File: config.mk
export PLATFORM = sky130hd
export DESIGN_NAME = tdmh_slot_mapper
export DESIGN_NICKNAME = d
export VERILOG_FILES = /design/src/shared/tdmh_pkg.sv /design/src/shared/tdmh_if.sv /design/src/core/tdmh_slot_mapper.sv /design/src/core/tdmh_slot_mem.sv /design/src/core/tdmh_slot_timer.sv
export SDC_FILE = /design/constraint.sdc
export NUM_CORES = 2
export LEC_CHECK = 0
export BUFFER_PORTS_ARGS = -buffer_cell sky130_fd_sc_hd__buf_4
export CAP_MARGIN = 20
export CORE_MARGIN = 3
export CORE_UTILIZATION = 44
export CTS_CLUSTER_DIAMETER = 150
export DETAILED_ROUTE_END_ITERATION = 10
export GPL_TIMING_DRIVEN = 0
export PLACE_DENSITY = 0.66
export SYNTH_ARGS = -nofsm -noshare
export SYNTH_HDL_FRONTEND = slang
export SYNTH_SLANG_ARGS = --single-unit
File: constraint.sdc
create_clock -name CLK_IN -period 2.8 [get_ports CLK_IN]
set_clock_uncertainty 0.1 [all_clocks]
set_input_delay 0.56 -clock CLK_IN [delete_from_list [all_inputs] [get_ports CLK_IN]]
set_output_delay 0.56 -clock CLK_IN [all_outputs]
set_load 0.03 [all_outputs]
File: src/shared/tdmh_pkg.sv
// Shared constants, register map and types for the TDM highway slot mapper.
package tdmh_pkg;

  // Structural sizes.
  localparam int unsigned SLOTS = 32;
  localparam int unsigned SLOT_W = 5;
  localparam int unsigned WORD_W = 16;
  localparam int unsigned EDGE_W = 12;
  localparam int unsigned IVL_W = 7;
  localparam int unsigned BIT_W = 4;
  localparam int unsigned ADDR_W = 8;
  localparam int unsigned CTRL_W = 9;
  localparam int unsigned TIM_W = 15;
  localparam int unsigned IDLE_W = 8;

  // APB byte addresses of the registers.
  localparam logic [ADDR_W-1:0] ADDR_CTRL = 8'h00;
  localparam logic [ADDR_W-1:0] ADDR_TX_TIM = 8'h04;
  localparam logic [ADDR_W-1:0] ADDR_RX_TIM = 8'h08;
  localparam logic [ADDR_W-1:0] ADDR_TX_EN = 8'h0C;
  localparam logic [ADDR_W-1:0] ADDR_RX_EN = 8'h10;
  localparam logic [ADDR_W-1:0] ADDR_TX_LANE = 8'h14;
  localparam logic [ADDR_W-1:0] ADDR_RX_LANE = 8'h18;
  localparam logic [ADDR_W-1:0] ADDR_IDLE = 8'h1C;
  localparam logic [ADDR_W-1:0] ADDR_STATUS = 8'h20;

  // Control register fields.
  localparam int unsigned RATE_LSB = 0;
  localparam int unsigned ASSOC_BIT = 2;
  localparam int unsigned TX_DBL_BIT = 3;
  localparam int unsigned RX_DBL_BIT = 4;
  localparam int unsigned T1_BIT = 5;
  localparam int unsigned STUFF_LSB = 6;

  // Timing register fields, same layout for both directions.
  localparam int unsigned BITOFF_LSB = 0;
  localparam int unsigned SYNC_EDGE_BIT = 3;
  localparam int unsigned DATA_EDGE_BIT = 6;
  localparam int unsigned BYTEOFF_LSB = 8;

  // Status register fields.
  localparam int unsigned ST_RX_IVL_LSB = 0;
  localparam int unsigned ST_TX_IVL_LSB = 8;
  localparam int unsigned ST_RX_RUN_BIT = 16;
  localparam int unsigned ST_TX_RUN_BIT = 17;

  // Highway rate codes.
  localparam logic [1:0] RATE_BASE = 2'h0;
  localparam logic [1:0] RATE_DBL = 2'h1;
  localparam logic [1:0] RATE_QUAD = 2'h2;

  // Byte offset limits per rate and for the 64-byte signalling frame.
  localparam logic [6:0] BYOFF_MAX_BASE = 7'h1F;
  localparam logic [6:0] BYOFF_MAX_DBL = 7'h3F;
  localparam logic [6:0] BYOFF_MAX_QUAD = 7'h7F;
  localparam logic [6:0] BYOFF_MAX_ASSOC = 7'h3F;

  // First-bit edge counts for zero offsets.
  localparam logic [EDGE_W-1:0] CE_MATCH = 12'h004;
  localparam logic [EDGE_W-1:0] CE_DIFF = 12'h003;
  localparam logic [EDGE_W-1:0] CE_ARM = 12'h002;

  // Byte offset to edge count shifts: two edges per bit, 8 or 16 bits per slot.
  localparam int unsigned EDGE_SHIFT_NORM = 4;
  localparam int unsigned EDGE_SHIFT_ASSOC = 5;

  // Last bit index of a slot.
  localparam logic [BIT_W-1:0] LAST_BIT_NORM = 4'h7;
  localparam logic [BIT_W-1:0] LAST_BIT_ASSOC = 4'hF;
  localparam logic [IVL_W-1:0] IVL_LAST = 7'h7F;

  // Stuffed slot placement for T1 framing.
  localparam logic [2:0] STUFF_GROUPED = 3'h4;
  localparam logic [SLOT_W-1:0] STUFF_GROUP_FIRST = 5'h18;

  // Reset values.
  localparam logic [CTRL_W-1:0] CTRL_RST = 9'h000;
  localparam logic [TIM_W-1:0] TIM_RST = 15'h0000;
  localparam logic [IDLE_W-1:0] IDLE_RST = 8'hFF;

  // Slot timer states.
  typedef enum logic [2:0] {
    TM_IDLE = 3'b001,
    TM_LEAD = 3'b010,
    TM_RUN = 3'b100
  } tdmh_tm_state_t;

endpackage

File: src/shared/tdmh_if.sv
// Interfaces between the slot mapper and its slot timers and transmit memory.
`timescale 1ns/1ps
interface tdmh_timer_if;
  logic rise;
  logic fall;
  logic sync;
  logic sync_edge_sel;
  logic data_edge_sel;
  logic assoc;
  logic [2:0] bit_offset;
  logic [6:0] byte_offset;
  logic running;
  logic [tdmh_pkg::IVL_W-1:0] interval;
  logic [tdmh_pkg::BIT_W-1:0] bit_idx;
  modport ctrl (output rise, fall, sync, sync_edge_sel, data_edge_sel, assoc, bit_offset, byte_offset,
                input running, interval, bit_idx);
  modport timer (input rise, fall, sync, sync_edge_sel, data_edge_sel, assoc, bit_offset, byte_offset,
                 output running, interval, bit_idx);
endinterface

interface tdmh_mem_if;
  logic wr_en;
  logic [tdmh_pkg::SLOT_W-1:0] wr_addr;
  logic [tdmh_pkg::WORD_W-1:0] wr_data;
  logic [tdmh_pkg::SLOT_W-1:0] rd_addr;
  logic [tdmh_pkg::WORD_W-1:0] rd_data;
  modport user (output wr_en, wr_addr, wr_data, rd_addr, input rd_data);
  modport mem (input wr_en, wr_addr, wr_data, rd_addr, output rd_data);
endinterface

File: src/core/tdmh_slot_mapper.sv
// Top of the TDM highway slot mapper: APB registers, pin synchronisers and slot datapaths.
//
// Behaviour
// - Transmit bits launch on falling highway clock edge, or rising when edge bit set.
// - Receive bits sampled on falling highway clock edge, or rising when edge bit set.
// - Per-slot transmit enable; disabled slot leaves the lane in high impedance.
// - Per-slot receive enable; disabled slot ignores highway and delivers idle code.
// - Per-slot transmit lane select: 0 primary lane, 1 secondary lane.
// - Per-slot receive lane select: 0 primary lane, 1 secondary lane.
// - Transmit bit offset delays slot 0 by highway clock cycles after sync.
// - Receive bit offset delays slot 0 by highway clock cycles after sync.
// - Transmit byte offset shifts frame start by whole bytes, range set by rate.
// - Receive byte offset shifts frame start by whole bytes, range set by rate.
// - Byte offsets are capped at a 64-byte frame with signalling; otherwise the rate alone sets the range.
// - Signalling mode slots hold 16 bits: payload octet then signalling octet.
// - Stuffed-slot field places eight unused slots; effective only in T1 framing.
// - Normal frame holds 32 contiguous slots; DS1 has 24 payload, eight stuffed.
// - E1 framing uses all 32 slots for payload, none stuffed.
// - Double-slot mode alternates payload and idle slots; higher rates only.
// - Signalling mode without double-slot: 32 contiguous two-octet slots, DS1 stuffs eight.
// - Signalling plus double-slot: alternate slots high impedance out, ignored in.
// - First-bit edge counts run from the edge where frame sync is sampled.
// - Zero byte offset: 4 plus twice bit offset if edges match, else 3 plus twice bit offset.
// - Frame sync sampled on falling edge, or rising when frame-edge bit set.
// - Rate field: 00 base, 01 double, 10 quadruple rate.
`timescale 1ns/1ps
module tdmh_slot_mapper (
  input wire logic CLK_IN,
  input wire logic RST_B_IN,
  input wire logic CE_IN,
  input wire logic PSEL_IN,
  input wire logic PENABLE_IN,
  input wire logic PWRITE_IN,
  input wire logic [7:0] PADDR_IN,
  input wire logic [31:0] PWDATA_IN,
  output logic [31:0] PRDATA_OUT,
  output logic PREADY_OUT,
  output logic PSLVERR_OUT,
  input wire logic HIGHWAY_CLOCK_IN,
  input wire logic TX_FRAME_SYNC_IN,
  input wire logic RX_FRAME_SYNC_IN,
  output logic TX_LANE_PRIMARY_OUT,
  output logic TX_LANE_PRIMARY_OE_OUT,
  output logic TX_LANE_SECONDARY_OUT,
  output logic TX_LANE_SECONDARY_OE_OUT,
  input wire logic RX_LANE_PRIMARY_IN,
  input wire logic RX_LANE_SECONDARY_IN,
  input wire logic TX_PAYLOAD_WR_IN,
  input wire logic [4:0] TX_PAYLOAD_SLOT_IN,
  input wire logic [15:0] TX_PAYLOAD_DATA_IN,
  output logic RX_PAYLOAD_VALID_OUT,
  output logic [4:0] RX_PAYLOAD_SLOT_OUT,
  output logic [15:0] RX_PAYLOAD_DATA_OUT
);

  typedef struct packed {
    logic apb_ready;
    logic apb_err;
    logic [31:0] apb_rdata;
    logic [tdmh_pkg::CTRL_W-1:0] ctrl;
    logic [tdmh_pkg::TIM_W-1:0] tx_tim;
    logic [tdmh_pkg::TIM_W-1:0] rx_tim;
    logic [31:0] tx_slot_enable;
    logic [31:0] rx_slot_enable;
    logic [31:0] tx_lane_select;
    logic [31:0] rx_lane_select;
    logic [tdmh_pkg::IDLE_W-1:0] idle_code;
    logic [2:0] hc_meta;
    logic [2:0] hc_sync;
    logic hc_prev;
    logic [1:0] rx_meta;
    logic [1:0] rx_sync;
    logic tx_pri;
    logic tx_pri_oe;
    logic tx_sec;
    logic tx_sec_oe;
    logic [tdmh_pkg::WORD_W-1:0] rx_shift;
    logic rx_valid;
    logic [tdmh_pkg::SLOT_W-1:0] rx_slot;
    logic [tdmh_pkg::WORD_W-1:0] rx_data;
  } tdmh_top_regs_t;

  localparam tdmh_top_regs_t TOP_RST = '{ctrl: tdmh_pkg::CTRL_RST, tx_tim: tdmh_pkg::TIM_RST,
                                         rx_tim: tdmh_pkg::TIM_RST, idle_code: tdmh_pkg::IDLE_RST,
                                         default: '0};

  tdmh_top_regs_t q;
  tdmh_top_regs_t d;

  tdmh_timer_if tx_tif ();
  tdmh_timer_if rx_tif ();
  tdmh_mem_if tx_mif ();

  logic rise;
  logic fall;
  logic [1:0] rate;
  logic assoc;
  logic t1_mode;
  logic [2:0] stuff_pos;
  logic tx_dbl;
  logic rx_dbl;
  logic [6:0] byoff_max;
  logic tx_edge;
  logic rx_edge;
  logic [tdmh_pkg::BIT_W-1:0] last_bit;
  logic [tdmh_pkg::SLOT_W-1:0] tx_slot;
  logic [tdmh_pkg::SLOT_W-1:0] rx_slot;
  logic tx_in_slot;
  logic rx_in_slot;
  logic [tdmh_pkg::WORD_W-1:0] tx_word;
  logic [tdmh_pkg::WORD_W-1:0] idle_word;
  logic tx_bit;
  logic rx_bit;
  logic apb_access;
  logic addr_hit;
  logic [31:0] rd_value;

  // Returns true when a highway slot is one of the eight stuffed slots of a T1 frame.
  function automatic logic slot_stuffed(input logic t1, input logic [2:0] pos, input logic [4:0] slot);
    logic hit;
    hit = 1'b0;
    if (t1) begin
      if (pos >= tdmh_pkg::STUFF_GROUPED) begin
        hit = (slot >= tdmh_pkg::STUFF_GROUP_FIRST);
      end else begin
        hit = (slot[1:0] == pos[1:0]);
      end
    end
    return hit;
  endfunction

  // Maps a timer interval to a payload slot; in double-slot mode odd intervals are holes.
  function automatic logic ivl_in_slot(input logic dbl, input logic [6:0] ivl);
    logic ok;
    ok = dbl ? (ivl[0] == 1'b0) && (ivl[6] == 1'b0) : (ivl[6:5] == 2'h0);
    return ok;
  endfunction

  // Control fields; double-slot mode is honoured only above the base rate.
  assign rate = q.ctrl[tdmh_pkg::RATE_LSB +: 2];
  assign assoc = q.ctrl[tdmh_pkg::ASSOC_BIT];
  assign t1_mode = q.ctrl[tdmh_pkg::T1_BIT];
  assign stuff_pos = q.ctrl[tdmh_pkg::STUFF_LSB +: 3];
  assign tx_dbl = q.ctrl[tdmh_pkg::TX_DBL_BIT] & (rate != tdmh_pkg::RATE_BASE);
  assign rx_dbl = q.ctrl[tdmh_pkg::RX_DBL_BIT] & (rate != tdmh_pkg::RATE_BASE);
  assign last_bit = assoc ? tdmh_pkg::LAST_BIT_ASSOC : tdmh_pkg::LAST_BIT_NORM;
  assign idle_word = {q.idle_code, q.idle_code};

  // Byte offset range allowed at the chosen rate and frame size.
  always_comb begin
    unique case (rate)
      tdmh_pkg::RATE_DBL: byoff_max = tdmh_pkg::BYOFF_MAX_DBL;
      tdmh_pkg::RATE_QUAD: byoff_max = tdmh_pkg::BYOFF_MAX_QUAD;
      default: byoff_max = tdmh_pkg::BYOFF_MAX_BASE;
    endcase
    if (assoc) begin
      byoff_max = byoff_max & tdmh_pkg::BYOFF_MAX_ASSOC;
    end
  end

  // Highway clock edges seen after the two-stage synchroniser.
  // A false edge just after reset is harmless, since both timers idle until a sync.
  assign rise = q.hc_sync[0] & ~q.hc_prev;
  assign fall = ~q.hc_sync[0] & q.hc_prev;

  // Transmit timer configuration.
  assign tx_tif.rise = rise;
  assign tx_tif.fall = fall;
  assign tx_tif.sync = q.hc_sync[1];
  assign tx_tif.sync_edge_sel = q.tx_tim[tdmh_pkg::SYNC_EDGE_BIT];
  assign tx_tif.data_edge_sel = q.tx_tim[tdmh_pkg::DATA_EDGE_BIT];
  assign tx_tif.assoc = assoc;
  assign tx_tif.bit_offset = q.tx_tim[tdmh_pkg::BITOFF_LSB +: 3];
  assign tx_tif.byte_offset = q.tx_tim[tdmh_pkg::BYTEOFF_LSB +: 7] & byoff_max;

  // Receive timer configuration.
  assign rx_tif.rise = rise;
  assign rx_tif.fall = fall;
  assign rx_tif.sync = q.hc_sync[2];
  assign rx_tif.sync_edge_sel = q.rx_tim[tdmh_pkg::SYNC_EDGE_BIT];
  assign rx_tif.data_edge_sel = q.rx_tim[tdmh_pkg::DATA_EDGE_BIT];
  assign rx_tif.assoc = assoc;
  assign rx_tif.bit_offset = q.rx_tim[tdmh_pkg::BITOFF_LSB +: 3];
  assign rx_tif.byte_offset = q.rx_tim[tdmh_pkg::BYTEOFF_LSB +: 7] & byoff_max;

  tdmh_slot_timer u_tx_timer (
    .clk_in(CLK_IN),
    .rst_b_in(RST_B_IN),
    .ce_in(CE_IN),
    .tif(tx_tif)
  );

  tdmh_slot_timer u_rx_timer (
    .clk_in(CLK_IN),
    .rst_b_in(RST_B_IN),
    .ce_in(CE_IN),
    .tif(rx_tif)
  );

  // Framer writes the payload store; the transmit timer's slot addresses the read side.
  // The registered read is safe: a slot address settles long before its first launch edge.
  assign tx_mif.wr_en = TX_PAYLOAD_WR_IN;
  assign tx_mif.wr_addr = TX_PAYLOAD_SLOT_IN;
  assign tx_mif.wr_data = TX_PAYLOAD_DATA_IN;
  assign tx_mif.rd_addr = tx_slot;

  tdmh_slot_mem u_tx_mem (
    .clk_in(CLK_IN),
    .ce_in(CE_IN),
    .mif(tx_mif)
  );

  // Slot decoding for both directions.
  assign tx_edge = tx_tif.data_edge_sel ? rise : fall;
  assign rx_edge = rx_tif.data_edge_sel ? rise : fall;
  assign tx_slot = tx_dbl ? tx_tif.interval[5:1] : tx_tif.interval[4:0];
  assign rx_slot = rx_dbl ? rx_tif.interval[5:1] : rx_tif.interval[4:0];
  assign tx_in_slot = tx_tif.running & ivl_in_slot(tx_dbl, tx_tif.interval);
  assign rx_in_slot = rx_tif.running & ivl_in_slot(rx_dbl, rx_tif.interval);

  // Stuffed slots send the idle code; bits leave most significant first.
  assign tx_word = slot_stuffed(t1_mode, stuff_pos, tx_slot) ? idle_word : tx_mif.rd_data;
  assign tx_bit = tx_word[last_bit - tx_tif.bit_idx];
  assign rx_bit = q.rx_lane_select[rx_slot] ? q.rx_sync[1] : q.rx_sync[0];

  // Register decode and read mux.
  assign apb_access = PSEL_IN & PENABLE_IN;

  // Read mux; an address outside the map flags a bus error.
  always_comb begin
    addr_hit = 1'b1;
    rd_value = '0;
    unique case (PADDR_IN)
      tdmh_pkg::ADDR_CTRL: rd_value = {23'h000000, q.ctrl};
      tdmh_pkg::ADDR_TX_TIM: rd_value = {17'h00000, q.tx_tim};
      tdmh_pkg::ADDR_RX_TIM: rd_value = {17'h00000, q.rx_tim};
      tdmh_pkg::ADDR_TX_EN: rd_value = q.tx_slot_enable;
      tdmh_pkg::ADDR_RX_EN: rd_value = q.rx_slot_enable;
      tdmh_pkg::ADDR_TX_LANE: rd_value = q.tx_lane_select;
      tdmh_pkg::ADDR_RX_LANE: rd_value = q.rx_lane_select;
      tdmh_pkg::ADDR_IDLE: rd_value = {24'h000000, q.idle_code};
      tdmh_pkg::ADDR_STATUS: begin
        rd_value[tdmh_pkg::ST_RX_IVL_LSB +: tdmh_pkg::IVL_W] = rx_tif.interval;
        rd_value[tdmh_pkg::ST_TX_IVL_LSB +: tdmh_pkg::IVL_W] = tx_tif.interval;
        rd_value[tdmh_pkg::ST_RX_RUN_BIT] = rx_tif.running;
        rd_value[tdmh_pkg::ST_TX_RUN_BIT] = tx_tif.running;
      end
      default: addr_hit = 1'b0;
    endcase
  end

  // Next state of everything the top module holds.
  always_comb begin
    d = q;

    // Pin synchronisers; sync pins ride with the clock so their stages stay aligned.
    d.hc_meta = {RX_FRAME_SYNC_IN, TX_FRAME_SYNC_IN, HIGHWAY_CLOCK_IN};
    d.hc_sync = q.hc_meta;
    d.hc_prev = q.hc_sync[0];
    d.rx_meta = {RX_LANE_SECONDARY_IN, RX_LANE_PRIMARY_IN};
    d.rx_sync = q.rx_meta;

    // APB slave: one wait state, write applied at the completing edge.
    if (apb_access & ~q.apb_ready) begin
      d.apb_ready = 1'b1;
      d.apb_err = ~addr_hit;
      d.apb_rdata = PWRITE_IN ? 32'h00000000 : rd_value;
    end else begin
      d.apb_ready = 1'b0;
      d.apb_err = 1'b0;
      if (apb_access & PWRITE_IN & addr_hit) begin
        unique case (PADDR_IN)
          tdmh_pkg::ADDR_CTRL: d.ctrl = PWDATA_IN[tdmh_pkg::CTRL_W-1:0];
          tdmh_pkg::ADDR_TX_TIM: d.tx_tim = PWDATA_IN[tdmh_pkg::TIM_W-1:0];
          tdmh_pkg::ADDR_RX_TIM: d.rx_tim = PWDATA_IN[tdmh_pkg::TIM_W-1:0];
          tdmh_pkg::ADDR_TX_EN: d.tx_slot_enable = PWDATA_IN;
          tdmh_pkg::ADDR_RX_EN: d.rx_slot_enable = PWDATA_IN;
          tdmh_pkg::ADDR_TX_LANE: d.tx_lane_select = PWDATA_IN;
          tdmh_pkg::ADDR_RX_LANE: d.rx_lane_select = PWDATA_IN;
          tdmh_pkg::ADDR_IDLE: d.idle_code = PWDATA_IN[tdmh_pkg::IDLE_W-1:0];
          default: d.apb_err = 1'b0;
        endcase
      end
    end

    // Transmit lanes change only on the launch edge; holes and disabled slots float.
    if (tx_edge) begin
      d.tx_pri_oe = 1'b0;
      d.tx_sec_oe = 1'b0;
      if (tx_in_slot & q.tx_slot_enable[tx_slot]) begin
        if (q.tx_lane_select[tx_slot]) begin
          d.tx_sec = tx_bit;
          d.tx_sec_oe = 1'b1;
        end else begin
          d.tx_pri = tx_bit;
          d.tx_pri_oe = 1'b1;
        end
      end
    end

    // Receive: shift in on the sample edge, hand a word over after the last bit.
    d.rx_valid = 1'b0;
    if (rx_edge & rx_in_slot) begin
      d.rx_shift = {q.rx_shift[tdmh_pkg::WORD_W-2:0], rx_bit};
      if (rx_tif.bit_idx == last_bit) begin
        if (!slot_stuffed(t1_mode, stuff_pos, rx_slot)) begin
          d.rx_slot = rx_slot;
          d.rx_valid = 1'b1;
          if (q.rx_slot_enable[rx_slot]) begin
            d.rx_data = d.rx_shift & (assoc ? 16'hFFFF : 16'h00FF);
          end else begin
            d.rx_data = assoc ? idle_word : {8'h00, q.idle_code};
          end
        end
      end
    end
  end

  // State register with synchronous reset and clock enable.
  always_ff @(posedge CLK_IN) begin
    if (!RST_B_IN) begin
      q <= TOP_RST;
    end else if (CE_IN) begin
      q <= d;
    end
  end

  assign PRDATA_OUT = q.apb_rdata;
  assign PREADY_OUT = q.apb_ready;
  assign PSLVERR_OUT = q.apb_err;
  assign TX_LANE_PRIMARY_OUT = q.tx_pri;
  assign TX_LANE_PRIMARY_OE_OUT = q.tx_pri_oe;
  assign TX_LANE_SECONDARY_OUT = q.tx_sec;
  assign TX_LANE_SECONDARY_OE_OUT = q.tx_sec_oe;
  assign RX_PAYLOAD_VALID_OUT = q.rx_valid;
  assign RX_PAYLOAD_SLOT_OUT = q.rx_slot;
  assign RX_PAYLOAD_DATA_OUT = q.rx_data;

endmodule

File: src/core/tdmh_slot_mem.sv
// Transmit payload store: one word per highway slot, registered read.
`timescale 1ns/1ps
module tdmh_slot_mem (
  input wire logic clk_in,
  input wire logic ce_in,
  tdmh_mem_if.mem mif
);

  typedef struct packed {
    logic [tdmh_pkg::SLOTS-1:0][tdmh_pkg::WORD_W-1:0] words;
    logic [tdmh_pkg::WORD_W-1:0] rd_data;
  } tdmh_mem_regs_t;

  tdmh_mem_regs_t q;
  tdmh_mem_regs_t d;

  // Write the addressed word and register the read word.
  always_comb begin
    d = q;
    if (mif.wr_en) begin
      d.words[mif.wr_addr] = mif.wr_data;
    end
    d.rd_data = q.words[mif.rd_addr];
  end

  // Storage has no reset; contents are undefined until the framer writes them.
  always_ff @(posedge clk_in) begin
    if (ce_in) begin
      q <= d;
    end
  end

  assign mif.rd_data = q.rd_data;

endmodule

File: src/core/tdmh_slot_timer.sv
// Slot timer: counts highway edges from the sampled frame sync to slot 0, then walks bits.
`timescale 1ns/1ps
module tdmh_slot_timer (
  input wire logic clk_in,
  input wire logic rst_b_in,
  input wire logic ce_in,
  tdmh_timer_if.timer tif
);

  typedef struct packed {
    tdmh_pkg::tdmh_tm_state_t st;
    logic [tdmh_pkg::EDGE_W-1:0] cnt;
    logic [tdmh_pkg::IVL_W-1:0] ivl;
    logic [tdmh_pkg::BIT_W-1:0] bitn;
    logic sync_prev;
  } tdmh_tm_regs_t;

  localparam tdmh_tm_regs_t TM_RST = '{st: tdmh_pkg::TM_IDLE, default: '0};

  tdmh_tm_regs_t q;
  tdmh_tm_regs_t d;
  logic sync_edge;
  logic data_edge;
  logic sync_hit;
  logic [tdmh_pkg::EDGE_W-1:0] lead;
  logic [tdmh_pkg::EDGE_W-1:0] byte_edges;
  logic [tdmh_pkg::BIT_W-1:0] last_bit;

  // Edge choice for sync sampling and data; a sync counts only on its rising level.
  assign sync_edge = tif.sync_edge_sel ? tif.rise : tif.fall;
  assign data_edge = tif.data_edge_sel ? tif.rise : tif.fall;
  assign sync_hit = sync_edge & tif.sync & ~q.sync_prev;
  assign last_bit = tif.assoc ? tdmh_pkg::LAST_BIT_ASSOC : tdmh_pkg::LAST_BIT_NORM;

  // Edges from the sync edge to bit 0 of slot 0.
  always_comb begin
    byte_edges = tif.assoc ? (tdmh_pkg::EDGE_W)'({5'h00, tif.byte_offset} << tdmh_pkg::EDGE_SHIFT_ASSOC)
                           : (tdmh_pkg::EDGE_W)'({5'h00, tif.byte_offset} << tdmh_pkg::EDGE_SHIFT_NORM);
    lead = (tif.sync_edge_sel == tif.data_edge_sel) ? tdmh_pkg::CE_MATCH : tdmh_pkg::CE_DIFF;
    lead = lead + {8'h00, tif.bit_offset, 1'b0} + byte_edges;
  end

  // Lead-in countdown, then one bit per data edge across the frame.
  always_comb begin
    d = q;
    if (sync_edge) begin
      d.sync_prev = tif.sync;
    end
    if (sync_hit) begin
      d.st = tdmh_pkg::TM_LEAD;
      d.cnt = lead;
      d.ivl = '0;
      d.bitn = '0;
    end else begin
      unique case (q.st)
        tdmh_pkg::TM_IDLE: begin
          d.st = tdmh_pkg::TM_IDLE;
        end
        tdmh_pkg::TM_LEAD: begin
          if (tif.rise | tif.fall) begin
            d.cnt = q.cnt - 1'b1;
            if (q.cnt == tdmh_pkg::CE_ARM) begin
              d.st = tdmh_pkg::TM_RUN;
            end
          end
        end
        tdmh_pkg::TM_RUN: begin
          if (data_edge) begin
            if (q.bitn == last_bit) begin
              d.bitn = '0;
              if (q.ivl == tdmh_pkg::IVL_LAST) begin
                d.st = tdmh_pkg::TM_IDLE;
              end else begin
                d.ivl = q.ivl + 1'b1;
              end
            end else begin
              d.bitn = q.bitn + 1'b1;
            end
          end
        end
      endcase
    end
  end

  // State register with clock enable.
  always_ff @(posedge clk_in) begin
    if (!rst_b_in) begin
      q <= TM_RST;
    end else if (ce_in) begin
      q <= d;
    end
  end

  assign tif.running = (q.st == tdmh_pkg::TM_RUN);
  assign tif.interval = q.ivl;
  assign tif.bit_idx = q.bitn;

endmodule

; ---- After elaboration in Yosys (flattened, before gate mapping)
; Cells that the tools add are included.
[word_totals]
input_bits = 73
regBits = 843
word_cells = 282
output_inout_bits = 60
[classes]
n_lt_le_gt_ge = 8
bitwise_logic = 33
n_eq_ne = 38
add_sub_neg = 11
n_mux = 82
n_reduce_logical = 43
[ops]
columns = cell, n
row1 = $bwmux W512, 1
row2 = $mux W16, 6
row3 = $bmux W16 S5, 1
row4 = $demux W16 S5, 1
row5 = $mux W22, 3
row6 = $pmux W7 S9, 1
row7 = $pmux W14 S4, 1
row8 = $pmux W7 S8, 1
row9 = $mux W26, 2
row10 = $mux W12, 4
row11 = $mux W11, 4
row12 = $reduce_and A4 Y1, 11
row13 = $mux W7, 5
row14 = $mux W3, 11
row15 = $eq A8 B5 Y1 const B, 4
row16 = $mux W32, 1
row17 = $mux W15, 2
row18 = $ne A3 B1 Y1 const B, 10
row19 = $add A12 B12 Y12, 2
row20 = $add A12 B4 Y12, 2
row21 = $eq A12 B2 Y1 const B, 2
row22 = $sub A12 B1 Y12 const B, 2
row23 = $reduce_bool A2 Y1, 11
row24 = $bmux W1 S5, 4
row25 = 44 further kinds, 123

; ---- Longest topological paths before layout
[depth]
word_depth = 11
mapped_depth = 15
mapped_depth_nobuf = 12

; ---- Modules after synthesis
; A second synthesis with hierarchy kept.
[hier_totals]
cells_unflattened = 3273
hier_area_um2 = 37528.5
[by_module_without_submodules]
columns = module, area_per_inst_um2, cells_each, seq_area_each_um2, n_inst
row1 = tdmh_slot_mem, 20818.7, 1161, 15855.2, 1
row2 = tdmh_slot_mapper, 12675.9, 1588, 5225.0, 1
row3 = tdmh_slot_timer, 2016.9, 262, 540.5, 2

; ---- Worst setup path before layout
; OpenSTA, ideal clock, no wires.
[synth_timing]
path_type = reg-to-reg
startpoint = reg q[219] (netlist name)
endpoint = reg u_tx_mem.q, in the netlist u_tx_mem.mif.rd_data[14], data pin
arrival_time_ps = 2601
setup_ps = 268
path_stages_with_launch = 15
period_less_slack_ps = 2969
path_buffers = 5
setup_slack_ps = -169
required_time_ps = 2432
path_cell_list = dfxtp_1 inv_1 ha_1 and2b_1 buf_2 mux2i_1 buf_2 buf_4 buf_2 buf_2 nand3_1 a31oi_1 nand2_1 nand3_1 o31ai_1
[synth_lines]
columns = item, line_no
row1 = start: declaration, tdmh_slot_mapper.sv:87  ; tdmh_top_regs_t q;
row2 = start signal: assignment, tdmh_slot_mapper.sv:322  ; q <= TOP_RST;
row3 = start signal: assignment, tdmh_slot_mapper.sv:324  ; q <= d;
row4 = end signal: assignment, tdmh_slot_mem.sv:29  ; q <= d;
row5 = end: declaration, tdmh_slot_mem.sv:14  ; tdmh_mem_regs_t q;

==> metrics.yaml <==
setup_path:
  r2r-start: "q[220]"
  cpMostUsedCell: "buf_12"
  r2r_slack_ns: -0.36
  cp_max_fo: 5
  cp-start-kind: "flip-flop"
  rr_endpoint: "u_tx_mem.mif.rd_data[12]"
  crit_chain: "inv_4 > ha_4 > and2b_2 > buf_8 > o21ai_4 > buf_12 > buf_12 > buf_12 > buf_12 > buf_12 > clkbuf_16 > nand2_1 > a311oi_4 > a211oi_2 > o31ai_2"
  r2r.worst_path.cells: 15
  critPathCaptureType: "flip-flop"
  worstSetupPathType: "flip-flop to flip-flop"
  cpPeakStageDelay_ns: 0.46
  worstPathRequired_ns: 3.20
  cp_data_arrival_time_ns: 3.56
  critPathSlowestCell: "a311oi_4"
die:
  start_util_pct: 44.5
  rows: 106
  coreArea_mm2: 0.0838
  die-width_um: 297
  io_pins: 133
  die-area_mm2: 0.0883
  fp.dieH_um: 297
layout:
  final_layout_size_suffix_gt1_share_pct: 22.6
  fin_area_mm2: 0.0468
  final_core_util_pct: 55.9
  final_common_cell: "nand2_1"
  fin_nets: 4149
  most-common-layout-cells: "nand2_1 (984), edfxtp_1 (528), dfxtp_1 (308)"
  synthToLayoutAreaGrowth_pct: 25.6
  diodes: 0
logic_synthesis:
  synth-simple-area-share_pct: 19.2
  seq_area_frac_synth_pct: 59.4
  muxShareOfSynthArea_pct: 2.86
  netlist_instances: 3733
  synthXorXnorAreaFrac_pct: 0.493
  synth_area_mm2: 0.0373
  synth_top_family_by_area: "simple AND/OR/NAND/NOR gates"
  synth_ff_type: "edfxtp_1"
  yosysWarnings: 0
  synth_edf_count: 528
  synthAdderAreaFrac_pct: 0.644
  syn_area_per_cell_um2: 9.99
  syn_nets: 3824
  synth-compound-area-share_pct: 12.9
  async_reset_ff_share_pct: 0
  ys_ff_latch: 843
  synthDistinctLibCells: 88
routing:
  wl_per_cell_um: 24.7
  drc_errors: 0
  drtPass1Iterations: 6
  drtIter0Drc: 3794
  drt_wl_total_um: 130000
  antenna_left: 0
  post_drt_via_cell_ratio: 5.96
  vias: 31374
grt:
  antenna_found_initial: 1
  grt_max_degree: 33
  grt_pass1_vias: 29108
  grt_pass1_wl_um: 187000
  grt.overflow.total: 0
  track_usage_pct: 28.1
clock_network:
  clockRootBuffer: "clkbuf_16"
  cts_tree: "done"
  clk_latency_ns: 0.68
  clockBufferDepth: 3
  cts_max_level: 3
  clk_pin_slew_ns: 0.06
  hold_buffers: 0
  cts_buffers: 86
  cts_sinks: 843
pwr:
  p_leak_nw: 16.3
  powerDensity_mw_per_mm2: 539
  ir_drop_mv: 0.577
placement:
  pre_cts_slack_ns: -1.76
  dp_hpwl_um: 88500
  io_buffer_count: 122
  gp_congestion: 1.00
  placed_area_mm2: 0.0400
timing:
  worst_pin_slew_ns: 1.14
  slew_headroom_pct: 23.8
  fin_crit_sh_pct: 113
  period_needed_ns: 3.16
  setup_ws_ns: -0.361
  grt_setup_unrepaired: "yes"
  max_freq_ghz: 0.316
  setup_violations: 37
  drv_slew: 0
  finalHoldViolations: 0
outcome:
  status: "complete, but fails checks"
  violations: "negative setup slack"
worst_hold_path:
  holdCritStartpoint: "TX_FRAME_SYNC_IN"
  worstHoldPathCells: 3
  min_to: "d[48]"
  min_path_type: "input port to flip-flop"
flow_run:
  drv_cap: 0
==> critical path: cells and delay by family, from the launching register on <==
| kind | cells | cell delay [ns] |
|---|---|---|
| fa+ha+maj | 1 | 0.23 |
| buf+inv | 8 | 1.00 |
| flops | 1 | 0.35 |
| simple gates | 2 | 0.39 |
| compound gates | 4 | 0.92 |
==> cells by family (layout without fill, tap and decap cells) <==
logic type	after synthesis	count (layout)
compound gates	729	729
xor+xnor	21	21
fa+ha+maj	18	18
buf+inv	363	759
flops	843	843
mux	88	88
simple gates	1671	1671
==> cells in the mapped netlist, drive strengths merged (62+ instances only) <==
library cell  number  area, um2
nand2           1034       3880
edfxtp           528      15900
dfxtp            315       6310
a21oi            290       1460
clkbuf           212        796
nor2             210        788
nand3            173        866
buf              120        727
and3              91        574
a311oi            88        783
o21ai             73        369
mux2i             62        646
==> registers in the layout (all words and copies together), names as in the netlist <==
name,cells
u_tx_mem.q,512
q,186
PRDATA_OUT,32
RX_PAYLOAD_DATA_OUT,16
u_rx_timer.q,16
u_tx_mem.mif.rd_data,16
u_tx_timer.q,16
idle_word,8
u_rx_timer.tif.interval,7
u_tx_timer.tif.interval,7
d,6
RX_PAYLOAD_SLOT_OUT,5
u_rx_timer.tif.bit_idx,4
u_tx_timer.tif.bit_idx,4
PREADY_OUT,1
PSLVERR_OUT,1
RX_PAYLOAD_VALID_OUT,1
TX_LANE_PRIMARY_OE_OUT,1
TX_LANE_PRIMARY_OUT,1
TX_LANE_SECONDARY_OE_OUT,1
TX_LANE_SECONDARY_OUT,1
assoc,1
==> metal layers <==
| metal | vias up | GRT usage (%) | routed length [um] |
|---|---|---|---|
| li1 | 14105 | - | - |
| met1 | 15125 | 36.7 | 50100 |
| met2 | 1776 | 44.9 | 59400 |
| met3 | 366 | 4.65 | 12300 |
| met4 | 2 | 14.9 | 8030 |
| met5 | - | 0 | 23 |
==> power by group <==
| part | internal (mW) | switching, mW | total [mW] |
|---|---|---|---|
| logic | 0.137 | 0.511 | 0.648 |
| registers | 13.2 | 0.0224 | 13.3 |
| clock network | 6.33 | 5.02 | 11.4 |
| total | 19.7 | 5.55 | 25.3 |
==> area by class of cell <==
type / count / area [um2]
buffer: 324 / 2350
clock buffer: 111 / 2310
clock inverter: 48 / 459
fill: 7156 / 37000
inverter: 31 / 121
multi-input combinational: 2527 / 15700
sequential: 843 / 22200
tap: 1134 / 1420
timing repair buffer: 245 / 2280
==> stage by stage <==
step | setup TNS, ns | std cells | hold slack [ns] | power (mW)
detailed placement | -697.96 | 5019 | 0.354 | 14.1
floorplan | -0.00516 | 3733 | 0.331 | 13.7
global route | -11.70 | 5263 | 0.0294 | 25.8
global placement | -914.55 | 4989 | 0.351 | 14.1
CTS | -8.93 | 5244 | 0.00265 | 25.3
finish | -9.63 | 5263 | 0.0332 | 25.3
==> what timing repair did <==
action	in CTS	in global routing
pin swaps	143	120
endpoints found under the setup margin	429	247
resized for setup	535	271
gates cloned	10	5
setup buffers	60	18
==> worst max path at each step <==
stage | startpoint | endpoint | slack [ns] | cells past startpoint
4_1_cts | q[219] | u_tx_mem.mif.rd_data[12] | -0.32 | 16
2_1_floorplan | q[220] | RX_PAYLOAD_DATA_OUT[0] | -0.005 | 15
5_1_grt | q[219] | RX_PAYLOAD_DATA_OUT[13] | -0.44 | 16
3_5_place_dp | q[219] | u_tx_mem.mif.rd_data[11] | -1.76 | 11
3_3_place_gp | CE_IN | u_tx_mem.q[64] | -2.02 | 5
6_report | q[220] | u_tx_mem.mif.rd_data[12] | -0.36 | 15
(Power assumes the default switching activity.)
